`src/shared/acfc_regs.svh`:
```
// constants for the application frame codec: field positions, codes and limits
`ifndef ACFC_REGS_SVH
`define ACFC_REGS_SVH

// identifier field positions
`define ACFC_ID_DIR_BIT 10
`define ACFC_ID_ADDR_HI 9
`define ACFC_ID_ADDR_LO 3
`define ACFC_ID_SVC_HI 2
`define ACFC_ID_SVC_LO 0
// first data byte field positions
`define ACFC_SPEC_CLASS_HI 7
`define ACFC_SPEC_CLASS_LO 6
`define ACFC_SPEC_FRAG_BIT 5
`define ACFC_SEL_HI 4
`define ACFC_SEL_LO 0
// limits
`define ACFC_ADDR_MAX 7'h7d
`define ACFC_LEN_MIN 4'h2
`define ACFC_LEN_MAX 4'h8
`define ACFC_SHORT_LEN 4'h0
`define ACFC_LONG_SVC_MIN 3'h4
`define ACFC_CLASS_RESERVED 2'h3
// reset values
`define ACFC_RESET_ADDR 7'h00
`define ACFC_RESET_BYTE 8'h00

`endif

```
`src/shared/acfc_pkg.sv`:
```
// types for the application frame codec
package acfc_pkg;
   // short-form service types
   typedef enum logic [2:0] {
      state_off_report = 3'h0,
      state_on_report = 3'h1,
      off_report_acknowledge = 3'h2,
      on_report_acknowledge = 3'h3,
      set_off_command = 3'h4,
      set_on_command = 3'h5,
      set_off_acknowledge = 3'h6,
      set_on_acknowledge = 3'h7
   } acfc_short_svc_type;
   // long-form service types
   typedef enum logic [2:0] {
      svc_write = 3'h4,
      svc_read = 3'h5,
      svc_action = 3'h6,
      svc_event = 3'h7
   } acfc_long_svc_type;
   // message class
   typedef enum logic [1:0] {
      class_request = 2'h0,
      class_success = 2'h1,
      class_error = 2'h2,
      class_reserved = 2'h3
   } acfc_class_type;
   // transmit sequencer states, one-hot
   typedef enum logic [2:0] {
      tx_idle = 3'b001,
      tx_send = 3'b010,
      tx_wait = 3'b100
   } acfc_tx_state_type;
endpackage

```
`src/hw/acfc_codec.sv`:
```
// application frame codec top: receive decode, auto answer, transmit sequencing
`include "acfc_regs.svh"
module acfc_codec (
   input wire logic clock, // 100 MHz system clock
   input wire logic rst_n, // asynchronous reset, active low
   input wire logic [6:0] node_addr, // own address, static
   // frame from controller
   input wire logic rx_valid, // one-cycle: frame received
   input wire logic [10:0] rx_id, // received identifier
   input wire logic rx_rtr, // received request bit
   input wire logic [3:0] rx_len, // received length code
   input wire logic [63:0] rx_data, // received data, byte 1 high
   // frame to controller
   output logic tx_valid_reg, // level: frame offered
   input wire logic tx_ready, // controller takes frame
   output logic [10:0] tx_id_reg, // sent identifier
   output logic tx_rtr_reg, // sent request bit
   output logic [3:0] tx_len_reg, // sent length code
   output logic [63:0] tx_data_reg, // sent data
   // application: send request
   input wire logic app_req, // one-cycle send request
   output logic app_busy_reg, // sequencer busy, requests ignored
   input wire logic app_short, // short form
   input wire logic app_dir, // direction/priority
   input wire logic [6:0] app_addr, // logical address
   input wire logic [2:0] app_svc, // service type
   input wire logic [1:0] app_class, // message class
   input wire logic app_frag, // fragmentation flag
   input wire logic [4:0] app_sel, // object selector
   input wire logic [3:0] app_len, // length code
   input wire logic [55:0] app_params, // bytes 2..8
   output logic app_error_reg, // one-cycle: request refused
   // application: long request answer
   input wire logic ans_req, // one-cycle answer to last request
   input wire logic ans_fail, // answer with error response
   input wire logic [7:0] ans_code, // error code byte
   // application: received frame
   output logic rx_hit_reg, // one-cycle: accepted frame
   output logic rx_malformed_reg, // one-cycle: malformed frame
   output logic rx_short_reg, // accepted frame short form
   output logic rx_dir_reg, // direction bit
   output logic [2:0] rx_svc_reg, // service type
   output logic [1:0] rx_class_reg, // message class
   output logic rx_frag_reg, // fragmentation flag
   output logic [4:0] rx_sel_reg, // object selector
   output logic [3:0] rx_len_reg, // length code
   output logic [55:0] rx_param_reg, // parameter bytes
   output logic state_reg // single binary object state
);
   // ----------------------------------------
   // reset synchroniser
   // ----------------------------------------
   logic rst_meta_reg;
   logic rst_sync_reg;
   always_ff @(posedge clock or negedge rst_n) begin
      if (!rst_n) begin
         rst_meta_reg <= 1'b0;
         rst_sync_reg <= 1'b0;
      end else begin
         rst_meta_reg <= 1'b1;
         rst_sync_reg <= rst_meta_reg;
      end
   end

   // ----------------------------------------
   // receive path
   // ----------------------------------------
   logic dec_hit;
   logic dec_short;
   logic dec_bad;
   logic dec_dir;
   logic [2:0] dec_svc;
   logic [1:0] dec_class;
   logic dec_frag;
   logic [4:0] dec_sel;
   logic [3:0] dec_len;
   logic [55:0] dec_param;

   acfc_rx_decoder u_dec (
      .clock(clock),
      .rst_n(rst_sync_reg),
      .frame_valid(rx_valid),
      .frame_id(rx_id),
      .frame_rtr(rx_rtr),
      .frame_len(rx_len),
      .frame_data(rx_data),
      .node_addr(node_addr),
      .hit_reg(dec_hit),
      .short_reg(dec_short),
      .malformed_reg(dec_bad),
      .dir_reg(dec_dir),
      .svc_reg(dec_svc),
      .class_reg(dec_class),
      .fragment_flag_reg(dec_frag),
      .object_selector_reg(dec_sel),
      .len_reg(dec_len),
      .param_reg(dec_param)
   );

   // short set commands addressed to us
   wire cmd_off = dec_hit && dec_short && !dec_dir
      && (dec_svc == acfc_pkg::set_off_command);
   wire cmd_on = dec_hit && dec_short && !dec_dir
      && (dec_svc == acfc_pkg::set_on_command);
   // long requests wait for the application's answer
   wire long_req = dec_hit && !dec_short && (dec_class == acfc_pkg::class_request);

   // ----------------------------------------
   // pending answers
   // ----------------------------------------
   // a short command acknowledge is owed; set wins over the clear by the sequencer
   logic ack_pend_reg;
   logic [2:0] ack_svc_reg;
   logic ans_pend_reg;
   logic ans_fail_reg;
   logic [7:0] ans_code_reg;
   logic [2:0] req_svc_reg;
   logic [4:0] req_sel_reg;
   logic pend_taken;
   logic ans_taken;

   // command execution and acknowledge bookkeeping
   always_ff @(posedge clock or negedge rst_sync_reg) begin
      if (!rst_sync_reg) begin
         state_reg <= 1'b0;
         ack_pend_reg <= 1'b0;
         ack_svc_reg <= 3'h0;
      end else begin
         if (cmd_off || cmd_on) begin
            state_reg <= cmd_on;
            ack_pend_reg <= 1'b1;
            ack_svc_reg <= cmd_on ? acfc_pkg::set_on_acknowledge
                                  : acfc_pkg::set_off_acknowledge;
         end else if (pend_taken) begin
            ack_pend_reg <= 1'b0;
         end
      end
   end

   // long request context and answer capture
   always_ff @(posedge clock or negedge rst_sync_reg) begin
      if (!rst_sync_reg) begin
         req_svc_reg <= 3'h0;
         req_sel_reg <= 5'h00;
         ans_pend_reg <= 1'b0;
         ans_fail_reg <= 1'b0;
         ans_code_reg <= `ACFC_RESET_BYTE;
      end else begin
         if (long_req) begin
            req_svc_reg <= dec_svc;
            req_sel_reg <= dec_sel;
         end
         if (ans_req) begin
            ans_pend_reg <= 1'b1;
            ans_fail_reg <= ans_fail;
            ans_code_reg <= ans_code;
         end else if (ans_taken) begin
            ans_pend_reg <= 1'b0;
         end
      end
   end

   // ----------------------------------------
   // transmit sequencer
   // ----------------------------------------
   acfc_pkg::acfc_tx_state_type tx_state_reg;
   acfc_pkg::acfc_tx_state_type tx_state_next;
   logic enc_error;
   logic [10:0] enc_id;
   logic enc_rtr;
   logic [3:0] enc_len;
   logic [63:0] enc_data;

   // source select: short ack first, then long answer, then application
   wire idle = tx_state_reg == acfc_pkg::tx_idle;
   wire pick_ack = idle && ack_pend_reg;
   wire pick_ans = idle && !ack_pend_reg && ans_pend_reg;
   wire pick_app = idle && !ack_pend_reg && !ans_pend_reg && app_req;
   assign pend_taken = pick_ack;
   assign ans_taken = pick_ans;
   wire enc_load = pick_ack || pick_ans || pick_app;
   // answers carry our own address as source
   wire sel_dir = pick_app ? app_dir : 1'b1;
   wire [6:0] sel_addr = pick_app ? app_addr : node_addr;
   // single object acks in short form
   wire sel_short = pick_app ? app_short : pick_ack;
   wire [2:0] sel_svc = pick_ack ? ack_svc_reg : (pick_ans ? req_svc_reg : app_svc);
   // success toward initiator; error with code byte
   wire [1:0] sel_class = pick_app ? app_class
      : (ans_fail_reg ? acfc_pkg::class_error : acfc_pkg::class_success);
   wire sel_frag = pick_app && app_frag;
   wire [4:0] sel_sel = pick_app ? app_sel : req_sel_reg;
   wire [3:0] sel_len = pick_app ? app_len : `ACFC_LEN_MIN;
   wire [55:0] sel_params = pick_app ? app_params
      : (ans_fail_reg ? {ans_code_reg, 48'h0000_0000_0000} : 56'h00_0000_0000_0000);

   acfc_tx_encoder u_enc (
      .clock(clock),
      .rst_n(rst_sync_reg),
      .load(enc_load),
      .dir(sel_dir),
      .addr(sel_addr),
      .svc(sel_svc),
      .is_short(sel_short),
      .msg_class(sel_class),
      .frag(sel_frag),
      .sel(sel_sel),
      .len(sel_len),
      .params(sel_params),
      .id_reg(enc_id),
      .rtr_reg(enc_rtr),
      .len_reg(enc_len),
      .data_reg(enc_data),
      .error_reg(enc_error)
   );

   // next state: send waits one cycle for the encoder register
   always_comb begin
      tx_state_next = tx_state_reg;
      case (tx_state_reg)
         acfc_pkg::tx_idle: if (enc_load) tx_state_next = acfc_pkg::tx_send;
         acfc_pkg::tx_send: tx_state_next = enc_error ? acfc_pkg::tx_idle : acfc_pkg::tx_wait;
         acfc_pkg::tx_wait: if (tx_ready) tx_state_next = acfc_pkg::tx_idle;
         default: tx_state_next = acfc_pkg::tx_idle;
      endcase
   end

   // sequencer state
   always_ff @(posedge clock or negedge rst_sync_reg) begin
      if (!rst_sync_reg) tx_state_reg <= acfc_pkg::tx_idle;
      else tx_state_reg <= tx_state_next;
   end

   // ----------------------------------------
   // output registers
   // ----------------------------------------
   // frame registers load once the encoder holds a good frame
   wire offer = (tx_state_reg == acfc_pkg::tx_send) && !enc_error;
   always_ff @(posedge clock or negedge rst_sync_reg) begin
      if (!rst_sync_reg) begin
         tx_valid_reg <= 1'b0;
         tx_id_reg <= 11'h000;
         tx_rtr_reg <= 1'b0;
         tx_len_reg <= 4'h0;
         tx_data_reg <= 64'h0000_0000_0000_0000;
      end else begin
         if (offer) begin
            tx_valid_reg <= 1'b1;
            tx_id_reg <= enc_id;
            // request bit from encoder is always low
            tx_rtr_reg <= enc_rtr;
            tx_len_reg <= enc_len;
            tx_data_reg <= enc_data;
         end else if (tx_valid_reg && tx_ready) begin
            tx_valid_reg <= 1'b0;
         end
      end
   end

   // status and receive outputs
   always_ff @(posedge clock or negedge rst_sync_reg) begin
      if (!rst_sync_reg) begin
         app_busy_reg <= 1'b0;
         app_error_reg <= 1'b0;
         rx_hit_reg <= 1'b0;
         rx_malformed_reg <= 1'b0;
         rx_short_reg <= 1'b0;
         rx_dir_reg <= 1'b0;
         rx_svc_reg <= 3'h0;
         rx_class_reg <= 2'h0;
         rx_frag_reg <= 1'b0;
         rx_sel_reg <= 5'h00;
         rx_len_reg <= 4'h0;
         rx_param_reg <= 56'h00_0000_0000_0000;
      end else begin
         app_busy_reg <= (tx_state_next != acfc_pkg::tx_idle) || ack_pend_reg || ans_pend_reg;
         app_error_reg <= enc_error;
         rx_hit_reg <= dec_hit;
         rx_malformed_reg <= dec_bad;
         rx_short_reg <= dec_short;
         rx_dir_reg <= dec_dir;
         rx_svc_reg <= dec_svc;
         rx_class_reg <= dec_class;
         rx_frag_reg <= dec_frag;
         rx_sel_reg <= dec_sel;
         rx_len_reg <= dec_len;
         rx_param_reg <= dec_param;
      end
   end
endmodule

```
`src/hw/acfc_rx_decoder.sv`:
```
// received frame classifier and field splitter
`include "acfc_regs.svh"
module acfc_rx_decoder (
   input wire logic clock, // system clock
   input wire logic rst_n, // synchronised reset, active low
   input wire logic frame_valid, // one-cycle strobe, frame present
   input wire logic [10:0] frame_id, // received identifier
   input wire logic frame_rtr, // received request bit
   input wire logic [3:0] frame_len, // received length code
   input wire logic [63:0] frame_data, // data bytes, byte 1 in bits 63:56
   input wire logic [6:0] node_addr, // own node address
   output logic hit_reg, // one-cycle: accepted frame
   output logic short_reg, // frame was short form
   output logic malformed_reg, // one-cycle: addressed but malformed
   output logic dir_reg, // direction/priority bit
   output logic [2:0] svc_reg, // service type
   output logic [1:0] class_reg, // message class
   output logic fragment_flag_reg, // fragmentation flag
   output logic [4:0] object_selector_reg, // object selector
   output logic [3:0] len_reg, // length code
   output logic [55:0] param_reg // bytes 2..8
);
   wire [6:0] rx_addr = frame_id[`ACFC_ID_ADDR_HI:`ACFC_ID_ADDR_LO];
   wire [2:0] rx_svc = frame_id[`ACFC_ID_SVC_HI:`ACFC_ID_SVC_LO];
   wire [7:0] byte1 = frame_data[63:56];
   wire is_long = frame_len != `ACFC_SHORT_LEN;
   wire addr_match = rx_addr == node_addr;
   wire bad_long = is_long && ((rx_svc < `ACFC_LONG_SVC_MIN)
      || (byte1[7:6] == `ACFC_CLASS_RESERVED)
      || (frame_len < `ACFC_LEN_MIN) || (frame_len > `ACFC_LEN_MAX));
   // request bit set is not a valid frame
   wire bad = bad_long || frame_rtr;
   wire take = frame_valid && addr_match;

   // one-cycle strobes; fields held until next addressed frame, malformed or not
   always_ff @(posedge clock or negedge rst_n) begin
      if (!rst_n) begin
         hit_reg <= 1'b0;
         malformed_reg <= 1'b0;
      end else begin
         hit_reg <= take && !bad;
         malformed_reg <= take && bad;
      end
   end

   // field capture
   always_ff @(posedge clock or negedge rst_n) begin
      if (!rst_n) begin
         short_reg <= 1'b0;
         dir_reg <= 1'b0;
         svc_reg <= 3'h0;
         class_reg <= 2'h0;
         fragment_flag_reg <= 1'b0;
         object_selector_reg <= 5'h00;
         len_reg <= 4'h0;
         param_reg <= 56'h00_0000_0000_0000;
      end else if (take) begin
         short_reg <= !is_long;
         dir_reg <= frame_id[`ACFC_ID_DIR_BIT];
         svc_reg <= rx_svc;
         class_reg <= is_long ? byte1[`ACFC_SPEC_CLASS_HI:`ACFC_SPEC_CLASS_LO] : 2'h0;
         fragment_flag_reg <= is_long && byte1[`ACFC_SPEC_FRAG_BIT];
         object_selector_reg <= is_long ? byte1[`ACFC_SEL_HI:`ACFC_SEL_LO] : 5'h00;
         len_reg <= frame_len;
         param_reg <= frame_data[55:0];
      end
   end
endmodule

```
`src/hw/acfc_tx_encoder.sv`:
```
// transmit frame builder, one registered frame at a time
`include "acfc_regs.svh"
module acfc_tx_encoder (
   input wire logic clock, // system clock
   input wire logic rst_n, // synchronised reset, active low
   input wire logic load, // one-cycle: build frame
   input wire logic dir, // direction/priority
   input wire logic [6:0] addr, // logical address
   input wire logic [2:0] svc, // service type
   input wire logic is_short, // short form
   input wire logic [1:0] msg_class, // message class
   input wire logic frag, // fragmentation flag
   input wire logic [4:0] sel, // object selector
   input wire logic [3:0] len, // requested length code
   input wire logic [55:0] params, // bytes 2..8
   output logic [10:0] id_reg, // identifier
   output logic rtr_reg, // request bit, always 0
   output logic [3:0] len_reg, // length code
   output logic [63:0] data_reg, // data bytes
   output logic error_reg // one-cycle: request refused
);
   function automatic logic [3:0] fix_len(input logic [3:0] l);
      if (l < `ACFC_LEN_MIN) fix_len = `ACFC_LEN_MIN;
      else if (l > `ACFC_LEN_MAX) fix_len = `ACFC_LEN_MAX;
      else fix_len = l;
   endfunction

   // byte mask so unsent bytes stay zero
   function automatic logic [63:0] keep_bytes(input logic [63:0] d, input logic [3:0] l);
      logic [63:0] m;
      m = 64'h0000_0000_0000_0000;
      for (int i = 0; i < 8; i++) begin
         if (4'(i) < l) m[63-8*i -: 8] = 8'hff;
      end
      keep_bytes = d & m;
   endfunction

   wire [3:0] long_len = fix_len(len);
   // reserved long types and classes refused
   wire refuse = !is_short && ((svc < `ACFC_LONG_SVC_MIN) || (msg_class == `ACFC_CLASS_RESERVED)
      || (addr > `ACFC_ADDR_MAX));
   // short form also refuses illegal addresses
   wire refuse_all = refuse || (is_short && (addr > `ACFC_ADDR_MAX));
   wire [10:0] id_next = {dir, addr, svc};
   wire [7:0] byte1 = {msg_class, frag, sel};
   wire [63:0] data_next = is_short ? 64'h0000_0000_0000_0000
                                    : keep_bytes({byte1, params}, long_len);

   // registered frame
   always_ff @(posedge clock or negedge rst_n) begin
      if (!rst_n) begin
         id_reg <= 11'h000;
         rtr_reg <= 1'b0;
         len_reg <= 4'h0;
         data_reg <= 64'h0000_0000_0000_0000;
         error_reg <= 1'b0;
      end else begin
         error_reg <= load && refuse_all;
         if (load && !refuse_all) begin
            id_reg <= id_next;
            rtr_reg <= 1'b0;
            // short form length zero; length equals bytes sent
            len_reg <= is_short ? `ACFC_SHORT_LEN : long_len;
            data_reg <= data_next;
         end
      end
   end
endmodule

```
`config.mk`:
```
export PLATFORM = sky130hd
export DESIGN_NAME = acfc_codec
export DESIGN_NICKNAME = d
export VERILOG_FILES = /design/src/shared/acfc_pkg.sv /design/src/hw/acfc_codec.sv /design/src/hw/acfc_rx_decoder.sv /design/src/hw/acfc_tx_encoder.sv
export VERILOG_INCLUDE_DIRS = /design/src /design/src/shared
export SDC_FILE = /design/constraint.sdc
export NUM_CORES = 1
export LEC_CHECK = 0
export BUFFER_PORTS_ARGS = -buffer_cell sky130_fd_sc_hd__clkbuf_2
export CAP_MARGIN = 25
export CORE_UTILIZATION = 37
export DETAILED_ROUTE_END_ITERATION = 8
export HOLD_SLACK_MARGIN = 0.08
export SYNTH_ARGS = -nofsm -noshare
export SYNTH_HDL_FRONTEND = slang
export SYNTH_SLANG_ARGS = --single-unit
```
`constraint.sdc`:
```
create_clock -name clock -period 13.6 [get_ports clock]
set_input_delay 2.72 -clock clock [delete_from_list [all_inputs] [get_ports clock]]
set_output_delay 2.72 -clock clock [all_outputs]
set_load 0.05 [all_outputs]
```
# Word level (Yosys, flattened, before mapping)
# Cells that the tools add are included.
# word_totals
reg_bits,340
inputBits,182
output_inout_bits,159
elab_cells,151
# op_classes
order_cmp,15
n_eq_ne,9
n_mux,36
bitwise,1
n_reduce_logical,49
# op_table
cell,n
56-bit 2-to-1 mux,2
64-bit bitwise AND,1
64-bit 2-to-1 mux,1
8-bit 2-to-1 mux,8
1-bit logical AND,23
3-bit by 4-bit less-than comparator with 1-bit output (first input constant),4
4-bit 2-to-1 mux,4
3-bit 2-to-1 mux,5
1-bit logical OR,12
5-bit 2-to-1 mux,2
3-bit == test (second input constant),3
1-bit logical NOT,9
1-bit 2-to-1 mux,9
3-bit case mux with 3 select lines,1
4-bit > comparator (second input constant),2
1-bit by 4-bit less-than comparator with 1-bit output (first input constant),2
2-bit by 4-bit less-than comparator with 1-bit output (first input constant),2
4-bit by 2-bit less-than comparator with 1-bit output (second input constant),2
7-bit == test,1
7-bit > comparator (second input constant),1
7-bit 2-to-1 mux,1
3-bit less-than comparator (second input constant),2
2-bit 2-to-1 mux,3
2-bit nonzero test,3
other kinds (6),7

# Logic depth before layout (Yosys ltp)
# Gate-level depths: netlist of run 1.
# logic_depth
word_depth,12
mapped_depth,10
mapped_depth_nobuf,5

# Hierarchy
# Synthesis of run 1 repeated with hierarchy kept, for this count alone.
# unflattened
hier_cells,882
hier_area_um2,13501.7
# by_module_without_submodules
module,n_inst,cells_per_inst,area_per_inst_um2,seq_area_each_um2
acfc_codec,1,439,6749.0,4605.7
acfc_tx_encoder,1,257,3423.3,2001.9
acfc_rx_decoder,1,186,3329.4,1876.8

# Least setup slack after synthesis of run 1
# Ideal clock, no wire load.
# synth_timing
path_type,input to register
start,input app_short
end,register u_enc.len_reg[3]
setup_time_ns,0.128
arrival_ns,4.247
required_time_ns,13.472
setup_slack_ns,9.226
path_stages,8
n_path_buf,3
cell_sequence,clkbuf_1 -> and3b_1 -> o21ai_0 -> o21ai_1 -> and3_1 -> buf_6 -> buf_6 -> mux2_1
# synth_between
elab_chain_len,6
word_cells_on_any_way,8
classes_between,mux: 2; reduce/logical: 6
# synth_rtl
element,line,rtl
"start, declared",acfc_codec.sv:23,"input wire logic app_short,"
1-bit 2-to-1 mux *,acfc_codec.sv:186,wire sel_short = pick_app ? app_short : pick_ack;
1-bit logical NOT,acfc_tx_encoder.sv:40,wire refuse = !is_short && ((svc < `ACFC_LONG_SVC_MIN) || (msg_class == `ACFC_CLASS_RESERVED)
1-bit logical AND,acfc_tx_encoder.sv:40,
1-bit logical OR,acfc_tx_encoder.sv:43,wire refuse_all = refuse || (is_short && (addr > `ACFC_ADDR_MAX));
1-bit logical NOT,acfc_tx_encoder.sv:59,if (load && !refuse_all) begin
1-bit logical AND,acfc_tx_encoder.sv:59,
"end signal, assigned",acfc_tx_encoder.sv:63,len_reg <= is_short ? `ACFC_SHORT_LEN : long_len;
"end, declared",acfc_tx_encoder.sv:18,"output logic [3:0] len_reg,"
# Every way passes the cells marked *; elsewhere a longest branch is shown, timed or not.
# A chain may end at the register's enable or synchronous reset.

# Final worst setup path of run 1
# layout_timing
start,input app_req
end,register u_enc.data_reg[59]
# layout_between
elab_chain_len,9
word_cells_on_any_way,25
classes_between,order compare: 4; eq/ne: 1; mux: 9; bitwise: 1; reduce/logical: 10
# layout_rtl
element,line,rtl
"start, declared",acfc_codec.sv:21,"input wire logic app_req,"
1-bit logical AND *,acfc_codec.sv:178,wire pick_app = idle && !ack_pend_reg && !ans_pend_reg && app_req;
4-bit 2-to-1 mux (no line) / 2-bit 2-to-1 mux (equally long branches),-,
4-bit > comparator (no line) / 2-bit == test (equally long branches),-,
4-bit 2-to-1 mux / 1-bit logical OR (equally long branches),"acfc_tx_encoder.sv:24, acfc_tx_encoder.sv:40",
4-bit 2-to-1 mux / 1-bit logical OR (equally long branches),"acfc_tx_encoder.sv:23, acfc_tx_encoder.sv:40",
1-bit by 4-bit less-than comparator with 1-bit output / 1-bit logical AND (equally long branches),"acfc_tx_encoder.sv:33, acfc_tx_encoder.sv:40",
8-bit 2-to-1 mux / 1-bit logical OR (equally long branches),"acfc_tx_encoder.sv:33, acfc_tx_encoder.sv:43",
64-bit bitwise AND / 1-bit logical NOT (equally long branches),"acfc_tx_encoder.sv:35, acfc_tx_encoder.sv:59",
64-bit 2-to-1 mux / 1-bit logical AND (equally long branches),"acfc_tx_encoder.sv:46, acfc_tx_encoder.sv:59",
"end signal, assigned",acfc_tx_encoder.sv:64,data_reg <= data_next;
"end, declared",acfc_tx_encoder.sv:19,"output logic [63:0] data_reg,"
# Marks and branches as above.

==> results of run 1 <==
layout by cell type (no fill, tap or decap), types with 3 or more instances in the layout:
cell	n
nor3b_1	3
buf_4	8
a21oi_1	22
nor2_1	13
mux2_2	176
clkbuf_8	8
nand4_1	4
dfrtp_1	336
inv_1	61
mux2i_1	50
nor3_1	5
o21ai_0	11
clkbuf_16	39
mux2_1	14
clkbuf_1	6
clkinv_2	9
nand2_1	101
nand3_1	18
clkbuf_2	339
xnor2_1	7
a31oi_1	4
nor2b_1	3
worst paths after layout:
path	cells past startpoint	startpoint	endpoint	slack, ps
min reg2reg	0	u_dec.malformed_reg	rx_malformed_reg	350
max in group asynchronous	1	rst_n	rst_sync_reg	11510
min	0	u_dec.malformed_reg	rx_malformed_reg	350
max	7	app_req	u_enc.data_reg[59]	8660
max reg2reg	7	tx_state_reg[0]	u_enc.data_reg[59]	9700
min in group asynchronous	0	rst_sync_reg	u_dec.param_reg[33]	380
stage by stage:
stage | util, % | total power [mW] | worst slack (ps) | instance area (µm²) | cells
after global routing | 48.0 | 3.64 | 8480 | 16100 | 1732
after floorplan | - | 2.22 | 3480 | 12700 | 907
after CTS | 47.8 | 3.51 | 8340 | 16100 | 1730
after global placement | 44.1 | 2.48 | 7820 | 14800 | 1661
final | 48.0 | 3.46 | 8660 | 16100 | 1733
after detailed placement | 44.2 | 2.50 | 7780 | 14900 | 1664
kinds of logic (layout without fill, tap and decap cells):
kind of cell           Yosys count  count (layout)  share of synthesized area [%]
XOR/XNOR                         7               7                          0.483
AND/OR/NAND/NOR                171             171                           6.31
multiplexers                   240             240                           20.8
buffers and inverters          101             478                           3.54
other                            2               3                         0.0592
flip-flops                     338             338                           66.6
AO/OA/AOI/OAI                   48              48                           2.19
cell type report:
class / instances / area share, %
flip-flops and latches: 338 / 52.5
multi-input cells: 468 / 23.7
repair buffers: 351 / 11.4
clock buffers: 53 / 6.87
well taps: 448 / 3.47
inverters: 61 / 1.42
clock inverters: 13 / 0.714
diodes: 1 / 0.0155
power groups by stage:
stage	clock network (mW)	logic, mW	registers, mW
global placement	0	1.05	1.43
CTS	1.02	1.06	1.42
global route	1.06	1.12	1.46
detailed placement	0	1.06	1.44
finish	0.990	1.05	1.42
floorplan	0	0.369	1.85
per-layer routing:
layer | up-vias | share of wire, %
met4 | 8 | 1.8
li1 | 3763 | -
met5 | - | 0.18
met1 | 3926 | 44
met3 | 45 | 9.7
met2 | 289 | 45
==> key figures, run 1 <==
Yosys
  – Mapped Avg Cell Area: 14.0 µm²
  – Synth area leader: dfrtp_1
  – Synthesized cell area: approximately 0.013 mm²
  – Synth warn: 0
  – Top cell type's share of synthesized area: around two thirds
  – Number of synthesized flops with an enable pin: 0
  – Post-synthesis sequential area ratio: 66.6%
  – Post-synthesis cell count: 907
  – Syn nets: about 1,100
  – Most common cell in the synthesized netlist: dfrtp_1
  – Asr flop ratio synth: between 90% and 100%
  – Register bit total from synthesis: 338
  – Top_reg_cell synth: dfrtp_1
  – Post-synth cell types: 46
  – Top cells by area, synth: dfrtp_1, mux2_2, mux2i_1
  – Synth top cells by count: dfrtp_1, mux2_2, nand2_1

Timing
  – RSZ-0062 raised after global routing: no
  – Max Clock Freq: between 0.2 and 0.25 GHz
  – Worst Skew: around 14 ps
  – Crit path time final: between 4000 and 5000 ps
  – Final setup TNS: 0 ps
  – Fin. Hold Viols: 0
  – Final hold slack: about 350 ps
  – Rel. slew slack: between 30% and 40%
  – Final worst-path cycle share: a little over a third
  – Worst-margin pin slew: a little over 1000 ps
  – Final setup fails: 0
  – Slew Limit Fails: 0

Critical path
  – CP Max Fanout: 56
  – Slowest cell on the critical path: nand3_2
  – Startpoint types: input port
  – Setup CP Type: input port to flip-flop
  – Arrival @ worst endpoint: 5350 ps
  – Kind of cell adding the most delay to the critical path: simple AND/OR/NAND/NOR gates
  – Cells along the critical path: clkbuf_2 > nand3_2 > a21oi_1 > and3_4 > buf_4 > buf_16 > mux2_2
  – Largest stage delay, worst path: around 570 ps
  – CP Data Required Time: 14,010 ps
  – Element type at the critical path end: flip-flop
  – CP bufs+invs: 3

Clock network
  – PostCTS Resize Cnt: 0
  – Clk sinks: about 340
  – Clock H-tree levels: 2
  – Setup bufs post-CTS: 0
  – TritonCTS clock tree: built
  – Clock root cell: clkbuf_16
  – Clk Latency, worst-skew pair: about 530 ps
  – Total CTS buffers: 38
  – CTS Hold Buffers Added: 0
  – CTS Buffer Depth: 3
  – CTS clock-pin slew for the worst setup and hold paths: roughly 60 ps

Drt
  – ANT nets after route: 0
  – Vias: approximately 8,000
  – Drt via density: about 4.6
  – Residual DRC count: 0
  – Total length of routed wires: roughly 29,000 µm
  – Router iterations before antenna repair: 4
  – Initial DRC count: around 250
  – WL per Instance: roughly 17 µm

Status
  – Outcome: complete, no violations

GRT
  – Met2 Use GR: 26.2%
  – GRT Overall Usage: between 10% and 20%
  – Busiest grt layer: met2
  – Global-route wire length before repair: between 40,000 and 50,000 µm
  – GR Util met1: roughly 22%
  – Number of global-route vias before repair: about 8,400
  – Total gr overflow: 0
  – Initial antenna violation count: 5
  – Largest net degree at the start of global routing: around 160
  – Grt met3 use: 7.02%

Power and ir drop
  – Switching share of power: 36.6%
  – Logic pwr share: a little over 30%
  – Cell Int Power: 2.19 mW
  – Peak supply drop: about 0.13 mV
  – Seq pwr share: 41.0%
  – Clock network power share: between 20 and 30%
  – PwrDens: 214 mW/mm²
  – Leak: between 8 and 9 nW
  – Psw: 1.27 mW

Final layout
  – Sequential cell area: 0.00846 mm²
  – Layout fillers: 3,062
  – Share of cells above drive strength 1: between 40% and 50%
  – Multi-input logic area: around 0.0038 mm²
  – Nets: 1,440
  – Area delta synth->final: 27.1%

Floorplan
  – Ports: 341
  – Die height: between 150 and 200 µm
  – Core ar.: ~0.034 mm²
  – Die width: ~190 µm
  – Starting Density: 37.8%
  – Row count: 67
  – Die area: 0.0351 mm²

Hold path
  – Hold/Removal Path Class: flip-flop to flip-flop

Job
  – Maxcap violations: 0

Place
  – Routability cong.: about 0.76
  – I/O Buffers: 339
  – Detailed placer's ending HPWL: ~20,000 µm
Note: power is estimated with default switching activity, not from simulation.
==> run 2: changes to the inputs <==
==> constraint.sdc (replaced) <==
create_clock -name clock -period 4.75 [get_ports clock]
set_input_delay 0.95 -clock clock [delete_from_list [all_inputs] [get_ports clock]]
set_output_delay 0.95 -clock clock [all_outputs]
set_load 0.05 [all_outputs]
==> run 2 against run 1 <==
Net effect:
- sequential power rose to 2.9 times the previous value
- register-to-register slack got worse by 8300 ps
- critical path depth fell by 1
- global-route usage up 0.46 points
- core utilization up 0.056 points
- critical path type is now flip-flop to flip-flop
- critical endpoint is now u_enc.data_reg[31]
==> key figures, run 2 (synthesized netlist as in run 1, its figures left out) <==
Drt
  – ANT nets after route: 0
  – Total length of routed wires: roughly 30,000 µm
  – Initial DRC count: roughly 290
  – Drt via density: 4.66
  – Residual DRC count: 0
  – Router iterations before antenna repair: 4
  – WL per Instance: ~17 µm
  – Vias: 8,080

Power and ir drop
  – Cell Int Power: roughly 6.3 mW
  – Peak supply drop: between 0.3 and 0.4 mV
  – Tot Pwr: 9.97 mW
  – Clock network power share: between 20% and 30%
  – Switching share of power: 36.6%
  – PwrDens: ~620 mW/mm²
  – Seq pwr share: ~41%
  – Logic pwr share: a little under a third
  – Leak: 8.10 nW
  – Psw: around 3.6 mW

Clock network
  – Total CTS buffers: 38
  – Clock H-tree levels: 2
  – PostCTS Resize Cnt: 0
  – Clock root cell: clkbuf_16
  – Clk sinks: between 300 and 400
  – Setup bufs post-CTS: 0
  – CTS Hold Buffers Added: 0
  – TritonCTS clock tree: built
  – CTS clock-pin slew for the worst setup and hold paths: around 60 ps
  – Clk Latency, worst-skew pair: ~520 ps
  – CTS Buffer Depth: 3

Critical path
  – Element type at the critical path end: flip-flop
  – Startpoint types: flip-flop
  – Cells along the critical path: nor3b_2 > o21ai_0 > o21ai_1 > and3_4 > buf_4 > mux2i_1
  – Largest stage delay, worst path: 920 ps
  – Reg2reg end: u_enc.data_reg[31]
  – CP Data Required Time: 5170 ps
  – CP bufs+invs: 1
  – R2R Path Start: tx_state_reg[0]
  – R2R depth: 6
  – Arrival @ worst endpoint: approximately 3800 ps
  – R2R Setup Slk: approximately 1400 ps
  – Setup CP Type: flip-flop to flip-flop
  – CP Max Fanout: between 50 and 60
  – Slowest cell on the critical path: and3_4
  – Kind of cell adding the most delay to the critical path: simple AND/OR/NAND/NOR gates

Floorplan
  – Starting Density: 37.8%
  – Die width: between 150 and 200 µm
  – Ports: 341
  – Core ar.: 0.0336 mm²
  – Die area: roughly 0.035 mm²
  – Row count: 67
  – Die height: between 150 and 200 µm

Job
  – Maxcap violations: 0

Final layout
  – Layout fillers: ~3,100
  – Fin area: approximately 0.016 mm²
  – Most common cell after layout, fill and taps aside: clkbuf_2
  – Commonest non-fill, non-tap cells in the layout: clkbuf_2, dfrtp_1, mux2_2, nand2_1, inv_1
  – Area delta synth->final: 27.2%
  – Share of cells above drive strength 1: 47.1%
  – Non-Filler Instances: 1,733
  – Nets: approximately 1,400
  – Layout Utilization: 48.0%

Timing
  – Final setup fails: 0
  – Rel. slew slack: about 31%
  – Worst Skew: approximately 16 ps
  – Slew Limit Fails: 0
  – Fin. Hold Viols: 0
  – Worst-margin pin slew: a little over 1000 ps
  – RSZ-0062 raised after global routing: no
  – Final setup TNS: 0 ps
  – Final worst-path cycle share: a little over two thirds
  – Crit path time final: 3360 ps
  – Max Clock Freq: between 0.2 and 0.3 GHz

GRT
  – Total gr overflow: 0
  – GRT Overall Usage: about 17%
  – Initial antenna violation count: 5
  – Number of global-route vias before repair: about 8,600
  – Global-route wire length before repair: 48,200 µm
  – Largest net degree at the start of global routing: between 100 and 150

Place
  – DP Area: ~0.015 mm²
  – Detailed placer's ending HPWL: approximately 21,000 µm
  – DP Cell Count: around 1,700
  – Routability cong.: roughly 0.77
  – I/O Buffers: between 300 and 400

Status
  – Outcome: complete, no violations

Hold path
  – Hold/Removal Path Class: input port to async pin
run 2: layout make-up:
type                       count  area (µm²)  area share (%)
inverter                      61         229            1.42
timing repair buffer         350        1830            11.3
clock inverter                15         160           0.992
tap                          448         561            3.47
antenna                        3        7.51          0.0465
sequential                   338        8460            52.4
clock buffer                  50        1090            6.73
multi-input combinational    468        3820            23.6
run 2: worst max-delay path by stage:
stage                          from            endpoint  slack (ps)  cells past startpoint
finish              tx_state_reg[0]  u_enc.data_reg[31]        1390                      6
global route        tx_state_reg[0]  u_enc.data_reg[26]        1190                      6
CTS                 tx_state_reg[0]  u_enc.data_reg[31]        1370                      6
detailed placement        app_short  u_enc.data_reg[31]        1280                      7
global placement          app_short  u_enc.data_reg[28]        1320                      7
floorplan              rst_sync_reg        ack_pend_reg        1410                      0
run 2: routing by layer:
| metal | part of all wire (%) | GRT usage [%] | wire (µm) |
|---|---|---|---|
| met3 | 11 | 7.60 | 3290 |
| met5 | 0.057 | 0 | 17 |
| met1 | 42 | 22.2 | 12600 |
| met2 | 45 | 27.0 | 13400 |
| met4 | 2.2 | 4.63 | 649 |
run 2: metrics by stage:
stage	setup WS [ps]	hold WS, ps
detailed placement	1280	339
finish	1390	204
CTS	1370	182
global placement	1320	333
global route	1190	180
floorplan	1410	331
run 2: power by group through the flow:
stage | sequential [mW] | combinational [mW] | clock (mW)
4_1_cts | 4.08 | 3.07 | 2.96
5_1_grt | 4.18 | 3.22 | 3.08
3_5_place_dp | 4.12 | 3.06 | 0
2_1_floorplan | 5.29 | 1.06 | 0
3_3_place_gp | 4.09 | 3.03 | 0
6_report | 4.07 | 3.03 | 2.88
